File: src/inc/dps_pkg.sv
/*
  Shared constants and port structs for the discharge pulse sequencer.
  Assumes a single 10 MHz core clock and switch inputs already debounced
  and synchronous to that clock.
*/
package dps_pkg;
  // ==========================================================
  // Timing
  // ==========================================================
  localparam int unsigned CLK_HZ = 10_000_000;
  localparam int unsigned DWELL_MIN_MS = 333;
  localparam int unsigned DWELL_MAX_MS = 20_000;
  localparam int unsigned DWELL_MIN_CYC = (CLK_HZ / 1000) * DWELL_MIN_MS;
  localparam int unsigned DWELL_MAX_CYC = (CLK_HZ / 1000) * DWELL_MAX_MS;
  localparam int unsigned DWELL_STEP_CYC = (DWELL_MAX_CYC - DWELL_MIN_CYC) / 255;
  localparam int unsigned PULSE_NS = 10_000_000;
  localparam int unsigned PULSE_CYC_DEF = PULSE_NS / 100;
  localparam int unsigned BLINK_NS = 50_000_000;
  localparam int unsigned BLINK_CYC_DEF = BLINK_NS / 100;
  localparam int unsigned CNT_W = 28;
  // ==========================================================
  // Selector and counter values
  // ==========================================================
  localparam logic [3:0] COUNT_ZERO = 4'h0;
  localparam logic [3:0] COUNT_MAX = 4'h9;
  localparam logic [3:0] COUNT_ONE = 4'h1;
  localparam logic [CNT_W-1:0] CNT_ZERO = 28'h000_0000;
  localparam logic [CNT_W-1:0] CNT_ONE = 28'h000_0001;

  // Three-state panel trigger
  typedef enum logic [1:0] {
    DPS_PANEL_OFF,
    DPS_PANEL_AUTO,
    DPS_PANEL_MANUAL
  } dps_panel_t;

  // Operator switch bundle
  typedef struct packed {
    logic arm;
    logic gun_hv_switch;
    logic gun_trigger;
    logic gun_auto;
    logic air_gap_mode;
    logic free_run;
    logic [3:0] count_sel;
    logic [7:0] interval_sel;
  } dps_sw_t;

  // Lamp bundle
  typedef struct packed {
    logic armed_lamp;
    logic hv_lamp;
    logic charge_lamp;
    logic discharge_lamp;
    logic green_lamp;
  } dps_lamp_t;
endpackage

File: src/verilog/dps_sequencer.sv
/*
  Discharge pulse sequencer: turns trigger switches into timed relay pulses,
  drives the pulse readout and the status lamps.
  Assumes debounced synchronous switches; relay driver is active high.
*/
// Behaviour
// - Counted mode fires exactly the selected 1..9 pulses, dwell apart.
// - Trigger release or auto off clears the counter and stops pulses.
// - Dwell is settable from one third second to about twenty seconds.
// - Selector at zero inhibits every relay-mode pulse; air mode still holds the relay.
// - Ten selector positions; position one gives single shot.
// - Continuous mode ignores selector count except zero, pulses while trigger runs.
// - Readout blanked in continuous mode, lit in counted mode.
// - Single digit readout shows pulses produced this sequence.
// - Each new trigger activation restarts the sequence.
// - Arm switch gates high voltage; amber lamp while armed.
// - Relay mode closes the relay briefly for each pulse.
// - Air mode holds relay closed while trigger is held.
// - Panel trigger parallels gun: off, auto, momentary manual.
// - Green lamp blinks once per discharge pulse.
// - Gun button starts sequence, runs while held, resets on release.
// - Gun selector picks air or relay discharge mode.
// - Discharge needs gun HV switch and arm; yellow lamp shows HV.
// - Charge lamp when armed and idle; discharge lamp during pulse.
module dps_sequencer
  import dps_pkg::*;
#(
  parameter int unsigned PULSE_CYC = PULSE_CYC_DEF,
  parameter int unsigned BLINK_CYC = BLINK_CYC_DEF,
  parameter int unsigned DWELL_BASE = DWELL_MIN_CYC,
  parameter int unsigned DWELL_STEP = DWELL_STEP_CYC
) (
  input wire logic i_core_clk,
  input wire logic i_rst,
  input wire dps_sw_t i_sw,
  input wire dps_panel_t i_panel,
  output logic o_relay,
  output logic [3:0] o_readout,
  output logic o_readout_on,
  output dps_lamp_t o_lamp
);

  typedef enum logic [1:0] {
    DPS_IDLE,
    DPS_DWELL,
    DPS_PULSE,
    DPS_DONE
  } dps_state_t;

  // ==========================================================
  // Decode
  // ==========================================================
  // Dwell length for a selector code; linear between the two limits
  function automatic logic [CNT_W-1:0] dwell_len(input logic [7:0] sel);
    dwell_len = CNT_W'(DWELL_BASE + DWELL_STEP * sel);
  endfunction

  logic run;
  logic enabled;
  logic run_d_r;
  logic start;
  logic relay_mode;
  logic [CNT_W-1:0] dwell_now;
  logic go;

  // Any of the three trigger sources runs the sequence
  assign run = i_sw.gun_trigger || i_sw.gun_auto || (i_panel != DPS_PANEL_OFF);
  // Both interlocks and a non-zero count are needed; zero inhibits even free run
  assign enabled = i_sw.arm && i_sw.gun_hv_switch && (i_sw.count_sel != COUNT_ZERO);
  assign start = run && !run_d_r;
  assign relay_mode = !i_sw.air_gap_mode;
  assign dwell_now = dwell_len(i_sw.interval_sel);
  // Everything a relay-mode sequence needs, decoded once for all users
  assign go = run && enabled && relay_mode;

  // Edge memory of the combined trigger
  always_ff @(posedge i_core_clk or posedge i_rst) begin
    if (i_rst) begin
      run_d_r <= 1'b0;
    end else begin
      run_d_r <= run;
    end
  end

  // ==========================================================
  // Sequencer
  // ==========================================================
  dps_state_t state_r;
  dps_state_t state_nxt;
  logic [CNT_W-1:0] tmr_r;
  logic [3:0] count_r;
  logic last_pulse;

  // True on the cycle a phase is entered, so its timer is loaded only once
  function automatic logic entering(input dps_state_t cur, input dps_state_t nxt, input dps_state_t ph);
    entering = (nxt == ph) && (cur != ph);
  endfunction

  assign last_pulse = !i_sw.free_run && (count_r + COUNT_ONE >= i_sw.count_sel);

  // Next state; losing run or interlock always drops back to idle
  always_comb begin
    state_nxt = state_r;
    unique case (state_r)
      DPS_IDLE: begin
        if (go) begin
          state_nxt = DPS_DWELL;
        end
      end
      DPS_DWELL: begin
        if (tmr_r == CNT_ZERO) begin
          state_nxt = DPS_PULSE;
        end
      end
      DPS_PULSE: begin
        if (tmr_r == CNT_ZERO) begin
          state_nxt = last_pulse ? DPS_DONE : DPS_DWELL;
        end
      end
      DPS_DONE: begin
        state_nxt = DPS_DONE;
      end
    endcase
    if (!go || start) begin
      state_nxt = go ? DPS_DWELL : DPS_IDLE;
    end
  end

  // State register
  always_ff @(posedge i_core_clk or posedge i_rst) begin
    if (i_rst) begin
      state_r <= DPS_IDLE;
    end else begin
      state_r <= state_nxt;
    end
  end

  // Phase timer: loaded on each phase entry, counts down to zero
  always_ff @(posedge i_core_clk or posedge i_rst) begin
    if (i_rst) begin
      tmr_r <= CNT_ZERO;
    end else if (entering(state_r, state_nxt, DPS_DWELL)) begin
      tmr_r <= dwell_now - CNT_ONE;
    end else if (entering(state_r, state_nxt, DPS_PULSE)) begin
      tmr_r <= CNT_W'(PULSE_CYC - 1);
    end else if (tmr_r != CNT_ZERO) begin
      tmr_r <= tmr_r - CNT_ONE;
    end
  end

  // Pulse count: cleared on release or restart, saturates at nine
  always_ff @(posedge i_core_clk or posedge i_rst) begin
    if (i_rst) begin
      count_r <= COUNT_ZERO;
    end else if (!run || start) begin
      count_r <= COUNT_ZERO;
    end else if (state_r == DPS_PULSE && state_nxt != DPS_PULSE && count_r != COUNT_MAX) begin
      count_r <= count_r + COUNT_ONE;
    end
  end

  // ==========================================================
  // Outputs
  // ==========================================================
  logic relay_nxt;
  logic [CNT_W-1:0] blink_r;

  // Relay pulses per step in relay mode, follows the held trigger in air mode
  assign relay_nxt = (state_nxt == DPS_PULSE)
                  || (i_sw.air_gap_mode && run && i_sw.arm && i_sw.gun_hv_switch);

  // Relay and lamps registered so every output leaves a flop, no glitches on the relay
  always_ff @(posedge i_core_clk or posedge i_rst) begin
    if (i_rst) begin
      o_relay <= 1'b0;
      o_lamp <= '0;
    end else begin
      o_relay <= relay_nxt;
      o_lamp.armed_lamp <= i_sw.arm;
      o_lamp.hv_lamp <= i_sw.gun_hv_switch;
      o_lamp.charge_lamp <= i_sw.arm && !relay_nxt;
      o_lamp.discharge_lamp <= relay_nxt;
      o_lamp.green_lamp <= (blink_r != CNT_ZERO);
    end
  end

  // Green blink stretcher: retriggered by each pulse start so it is visible
  always_ff @(posedge i_core_clk or posedge i_rst) begin
    if (i_rst) begin
      blink_r <= CNT_ZERO;
    end else if (entering(state_r, state_nxt, DPS_PULSE)) begin
      blink_r <= CNT_W'(BLINK_CYC);
    end else if (blink_r != CNT_ZERO) begin
      blink_r <= blink_r - CNT_ONE;
    end
  end

  // Readout digit and its blanking
  always_ff @(posedge i_core_clk or posedge i_rst) begin
    if (i_rst) begin
      o_readout <= COUNT_ZERO;
      o_readout_on <= 1'b0;
    end else begin
      o_readout <= (!run || start) ? COUNT_ZERO : count_r;
      o_readout_on <= !i_sw.free_run;
    end
  end

  // ==========================================================
  // Checks
  // ==========================================================
  // Stretch counters of the relay output for the width and gap checks; they
  // saturate so a relay left open for hours cannot wrap into a false short gap
  logic [CNT_W-1:0] chk_hi_r;
  logic [CNT_W-1:0] chk_lo_r;

  // Cycles the relay has been closed in the current stretch
  always_ff @(posedge i_core_clk or posedge i_rst) begin
    if (i_rst) begin
      chk_hi_r <= CNT_ZERO;
    end else if (!o_relay) begin
      chk_hi_r <= CNT_ZERO;
    end else if (chk_hi_r != '1) begin
      chk_hi_r <= chk_hi_r + CNT_ONE;
    end
  end

  // Cycles the relay has been open in the current stretch
  always_ff @(posedge i_core_clk or posedge i_rst) begin
    if (i_rst) begin
      chk_lo_r <= CNT_ZERO;
    end else if (o_relay) begin
      chk_lo_r <= CNT_ZERO;
    end else if (chk_lo_r != '1) begin
      chk_lo_r <= chk_lo_r + CNT_ONE;
    end
  end

  a_zero_inhibit: assert property (@(posedge i_core_clk) disable iff (i_rst)
    (i_sw.count_sel == COUNT_ZERO && !i_sw.air_gap_mode) |=> state_r == DPS_IDLE)
    else $error("pulse sequence running with zero count");
  a_release_clears: assert property (@(posedge i_core_clk) disable iff (i_rst)
    !run |=> (count_r == COUNT_ZERO && state_r == DPS_IDLE))
    else $error("counter not cleared on release");
  a_burst_limit: assert property (@(posedge i_core_clk) disable iff (i_rst)
    (state_r == DPS_DONE && $past(state_r) == DPS_PULSE) |-> count_r == $past(i_sw.count_sel))
    else $error("burst ended at wrong count");
  a_arm_gate: assert property (@(posedge i_core_clk) disable iff (i_rst)
    !i_sw.arm |=> !o_relay)
    else $error("relay closed while disarmed");
  a_hv_gate: assert property (@(posedge i_core_clk) disable iff (i_rst)
    !i_sw.gun_hv_switch |=> !o_relay)
    else $error("relay closed with gun high voltage off");
  a_first_dwell: assert property (@(posedge i_core_clk) disable iff (i_rst)
    (state_r == DPS_IDLE && state_nxt == DPS_DWELL) |=> !o_relay [*2])
    else $error("pulse without preceding dwell");
  a_readout_blank: assert property (@(posedge i_core_clk) disable iff (i_rst)
    i_sw.free_run |=> !o_readout_on)
    else $error("readout lit in continuous mode");
  a_air_hold: assert property (@(posedge i_core_clk) disable iff (i_rst)
    (i_sw.air_gap_mode && run && i_sw.arm && i_sw.gun_hv_switch) |=> o_relay)
    else $error("air mode relay not held");
  a_restart: assert property (@(posedge i_core_clk) disable iff (i_rst)
    start |=> count_r == COUNT_ZERO)
    else $error("sequence not restarted");
  a_lamp_pair: assert property (@(posedge i_core_clk) disable iff (i_rst)
    !(o_lamp.charge_lamp && o_lamp.discharge_lamp))
    else $error("charge and discharge lamps both lit");

  // Timing and sequence-shape checks; width and gap checks use the helper counters
  a_pulse_width: assert property (@(posedge i_core_clk) disable iff (i_rst)
    (state_r == DPS_PULSE && tmr_r == CNT_ZERO) |-> chk_hi_r == CNT_W'(PULSE_CYC - 1))
    else $error("relay pulse has wrong width");
  a_dwell_gap: assert property (@(posedge i_core_clk) disable iff (i_rst)
    ($rose(o_relay) && !$past(i_sw.air_gap_mode)) |-> chk_lo_r >= CNT_W'(DWELL_BASE))
    else $error("relay pulse came before a full dwell");
  a_green_blink: assert property (@(posedge i_core_clk) disable iff (i_rst)
    ($rose(o_relay) && !$past(i_sw.air_gap_mode)) |=> o_lamp.green_lamp)
    else $error("green lamp missed a pulse");
  a_done_hold: assert property (@(posedge i_core_clk) disable iff (i_rst)
    (state_r == DPS_DONE && go) |=> (state_r == DPS_DONE && !o_relay && o_readout == $past(count_r)))
    else $error("finished burst did not hold");
  a_single_shot: assert property (@(posedge i_core_clk) disable iff (i_rst)
    (state_r == DPS_PULSE && tmr_r == CNT_ZERO && go && !start && !i_sw.free_run && i_sw.count_sel == COUNT_ONE)
    |=> state_r == DPS_DONE)
    else $error("single shot fired more than once");
  a_readout_zero: assert property (@(posedge i_core_clk) disable iff (i_rst)
    !run |=> o_readout == COUNT_ZERO)
    else $error("readout not cleared on release");

  c_burst_done: cover property (@(posedge i_core_clk) disable iff (i_rst)
    state_r == DPS_PULSE ##1 state_r == DPS_DONE);
  c_single_shot: cover property (@(posedge i_core_clk) disable iff (i_rst)
    i_sw.count_sel == COUNT_ONE && state_r == DPS_DONE);
  c_free_run_two: cover property (@(posedge i_core_clk) disable iff (i_rst)
    i_sw.free_run && count_r == 4'h2);
  c_air_hold: cover property (@(posedge i_core_clk) disable iff (i_rst)
    i_sw.air_gap_mode && o_relay);
  c_retrigger: cover property (@(posedge i_core_clk) disable iff (i_rst)
    (state_r == DPS_DWELL && !run) ##1 start);

endmodule

File: config.mk
export PLATFORM = sky130hd
export DESIGN_NAME = dps_sequencer
export DESIGN_NICKNAME = d
export VERILOG_FILES = /design/src/inc/dps_pkg.sv /design/src/verilog/dps_sequencer.sv
export SDC_FILE = /design/constraint.sdc
export NUM_CORES = 1
export LEC_CHECK = 0
export ABC_AREA = 1
export BUFFER_PORTS_ARGS = -buffer_cell sky130_fd_sc_hd__buf_4
export CORE_MARGIN = 2
export CORE_UTILIZATION = 50
export CTS_BUF_LIST = sky130_fd_sc_hd__clkbuf_4
export CTS_CLUSTER_DIAMETER = 150
export CTS_CLUSTER_SIZE = 28
export DETAILED_ROUTE_END_ITERATION = 16
export HOLD_SLACK_MARGIN = 0.06
export PLACE_DENSITY = 0.67
export SYNTH_ARGS = -nofsm -noshare
export SYNTH_HDL_FRONTEND = slang
export SYNTH_SLANG_ARGS = --single-unit
export TNS_END_PERCENT = 100
File: constraint.sdc
create_clock -name i_core_clk -period 6.9 [get_ports i_core_clk]
set_clock_uncertainty 0.05 [all_clocks]
set_input_delay 1.035 -clock i_core_clk [delete_from_list [all_inputs] [get_ports i_core_clk]]
set_output_delay 1.035 -clock i_core_clk [all_outputs]
set_load 0.02 [all_outputs]
==> results list <==
- First-pass GRT wire length: roughly 31 mm
- Worst EP required: between 7 and 8 ns
* Crit-path most repeated cell: nand2_1
* Antenna-violating nets left: 0
* Post-cts hold buffer count: 0
- Max IR drop VDD: between 150 and 200 uV
- The critical path is of the input port to flip-flop type.
- Of the synthesized area, sequential elements account for a little under a quarter.
* Register bit count reported by yosys: 73
- Deepest level of the CTS H-tree: 3
- Once the clock tree was built, the resizer swapped 0 gates to a different size.
- Hold Vio Cnt, Final: 0
- Nets: approximately 1300
- Die Span Y: about 130 microns
* Maximum number of pins on one net before global-route repair: 74
- Final routed wire length divided by cell count: 12.9 microns
- Max-cap violations in this run came to 0.
- Type of the tightest min-delay check: flip-flop to flip-flop
* Count of cell types in the netlist: 42
* Outcome: complete, no violations
- Synthesis Warnings: 0
- Non-Filler Instances: roughly 1400
- Among all flip-flop cells after synthesis, the most frequent one is dfrtp_1.
- Share of flip-flops with an asynchronous set or reset: 100%
- DR vias: 6970
- Root Buffer Master: clkbuf_4
* DRT Pass-1 Iters: 7
- Weighted congestion reported at the end of routability-driven placement: between 0.9 and 1
- Total setup buffers inserted after CTS: 0
* Initial DRC count: ~350
- Critical Path Fanout Max: 7
- Number of buffers added by the clock tree synthesis step: 9
- Among all cell types in the netlist, the one instantiated most often is nand2_1.
- Final critical-path share of the clock period: around 75%
- Initial antenna violation count: 1
- Layout area overhead: 7.67%
- Of the cells placed in the final design, the portion with a size suffix greater than 1 is a little under a tenth.
- After filler insertion, the fill cell instance count of the layout stands at 1560.
- Synth top area share: between 20 and 25%
* Hold path startpoint: tmr_r[1]$_DFFE_PP0P_
- In the global route stage, overall resource usage came out at 23.0%.
* Clock Sink Count: between 70 and 80
- Area of all sequential standard cells: 1830 sq um
* Io pins: 33
- Detailed-placement wirelength estimate: about 15 mm
- Per-cell via count in the routed design: approximately 5.0
- Port-buffer cells: 32
- Multi-input logic area: slightly above 5000 sq um
- Clock latency on the worst-skew pair, taken at its later pin, is 0.48 ns.
* Power density over cell area: approximately 340 nW/um^2
- The mapped netlist covers between 7000 and 8000 sq um.
- The largest total area in the synthesized netlist belongs to dfrtp_1.
- At the pin with the least slew margin, the transition time is between 1 and 1.5 ns.
* Global-route congestion overflow total: 0
- The region available for standard cell placement spans ~16000 sq um.
* Count of endpoints failing setup in the final report: 0
* Full die area: between 15000 and 20000 sq um
* # DRC: 0
- Highest clock frequency the design can meet: between 150 and 200 MHz
- Data on the critical path arrives at its endpoint at about 5.5 ns.
* Slowest cell delay on critical path: between 0.5 and 0.6 ns
* Number of core rows: between 40 and 50
- The critical path starts at i_sw[5].
- Vias in the first global route: 6787
- Max-Slew Margin vs Limit: 30.5%
- Post-Synthesis Cells: between 1000 and 1500
- Once the floorplan was initialized, standard cells occupied 50.6% of the core.
- EDFF count, synth: 0
* Static Leakage: 4.72 nW
- Area contributors post-synth: dfrtp_1 (23%), ha_1 (13%), nand2_1 (12%)
- Element type at the critical path end: flip-flop
* Die Span X: approximately 130 microns
- Mean area per synthesized cell: 7.02 sq um
* Final min period: between 5 and 6 ns
- In this run the critical register-to-register path is launched from count_r[0]$_DFFE_PP0P_.
* Accumulated negative setup slack: 0 ns
- The routed design has 18.0 mm of wire.
* Most common library cells after synthesis: nand2_1 (261), inv_1 (226), nor2_1 (120)
- Number of pins exceeding their max-slew limit in the final report: 0
- Startpoint types: input port
- The slowest stage of the critical path belongs to the cell fa_1.
* Worst-case clock buffer depth: 2
- Count of placed standard cells including taps: 1373
- After clock tree synthesis, the clock-pin slew on the worst setup and hold paths is between 0.1 and 0.15 ns.
- TritonCTS built the clock tree.
* Setup repair after global routing missed its margin: no
* Synthesized net count: 1269
registers in the layout, summed over array words and instances, names as in the netlist:
signal / cells
o_readout_on: 1
run_d_r: 1
count_r: 4
state_r: 2
o_readout: 4
o_lamp: 5
tmr_r: 28
blink_r: 28
kinds of logic (layout without fill, tap and decap cells):
family / after synthesis / after routing / share of synthesized area (%)
XOR/XNOR: 53 / 53 / 5.93
flip-flops: 73 / 73 / 23.0
AO/OA/AOI/OAI: 103 / 103 / 7.19
AND/OR/NAND/NOR: 549 / 549 / 31.2
adder cells (fa/ha/maj): 114 / 114 / 20.8
other: 0 / 1 / 0
buffers and inverters: 241 / 281 / 11.9
area by class of cell:
cell class                 instances  share of cell area, %
timing repair buffer              33                   2.89
multi-input combinational        819                   60.5
clock inverter                     6                   1.05
clock buffer                      10                  0.876
antenna                            1                 0.0292
inverter                         232                   10.2
sequential                        73                   21.3
tap                              216                   3.15
metal layers:
| layer | wire (microns) | global-route usage [%] |
|---|---|---|
| met1 | 8610 | 30.5 |
| met2 | 8370 | 39.4 |
| met3 | 634 | 3.36 |
| met4 | 345 | 6.39 |
| met5 | 0 | 0 |
worst max-delay path, delay by kind of cell:
family | cells | cell delay (ns)
simple gates | 11 | 1.16
buf+inv | 5 | 0.41
compound gates | 2 | 0.34
xor+xnor | 2 | 0.54
fa+ha+maj | 5 | 2.00
worst paths after layout:
kind | depth (start not counted) | endpoint | slack (ns)
worst max-delay path | 25 | tmr_r[21]$_DFFE_PP0P_ | 1.75
worst min-delay path | 2 | tmr_r[1]$_DFFE_PP0P_ | 0.49
worst min register to register | 2 | tmr_r[1]$_DFFE_PP0P_ | 0.49
min in group asynchronous | 3 | blink_r[25]$_DFFE_PP0P_ | 0.80
max in group asynchronous | 3 | tmr_r[20]$_DFFE_PP0P_ | 5.40
worst max register to register | 19 | tmr_r[11]$_DFFE_PP0P_ | 3.15
where the power goes:
group          leakage, nW  switching (mW)  internal, mW
registers            0.866           0.106         0.532
logic                 3.77            1.28         0.711
clock network       0.0870           0.172         0.152
total                 4.72            1.56          1.39
cell usage in the layout (no fill, tap or decap), types with 5 or more instances in the layout:
cell      netlist  final
o21ai_0        25     25
xnor2_1        19     19
nand2_2         8      8
or2_2           8      8
dfrtp_1        73     73
o21bai_1        6      6
buf_4           2     33
nor4_1          5      5
o211ai_1        5      5
fa_1           30     30
nand4_1        16     16
inv_2           5      6
inv_1         226    225
nor2_2          9      9
o22ai_1         5      5
ha_1           84     84
a21oi_1        48     48
nor3_1         10     10
nand2_1       261    261
o21ai_1         6      6
clkbuf_4        0     10
nor3_2          7      7
xor2_1         33     33
nand3_1        82     82
nor2_1        120    120
stage by stage:
| stage | utilization [%] | hold slack, ns | worst slack (ns) | total power [mW] | cell area, sq um |
|---|---|---|---|---|---|
| 5_1_grt | 54.5 | 0.514 | 1.35 | 3.33 | 8570 |
| 6_report | 54.5 | 0.493 | 1.75 | 2.95 | 8570 |
| 3_5_place_dp | 53.5 | 0.463 | 1.33 | 2.63 | 8400 |
| 4_1_cts | 54.5 | 0.495 | 1.82 | 2.97 | 8560 |
| 3_3_place_gp | 53.5 | 0.459 | 1.35 | 2.61 | 8400 |
| 2_1_floorplan | - | 0.421 | 2.05 | 2.21 | 7960 |
Note: power is estimated with default switching activity, not from simulation.
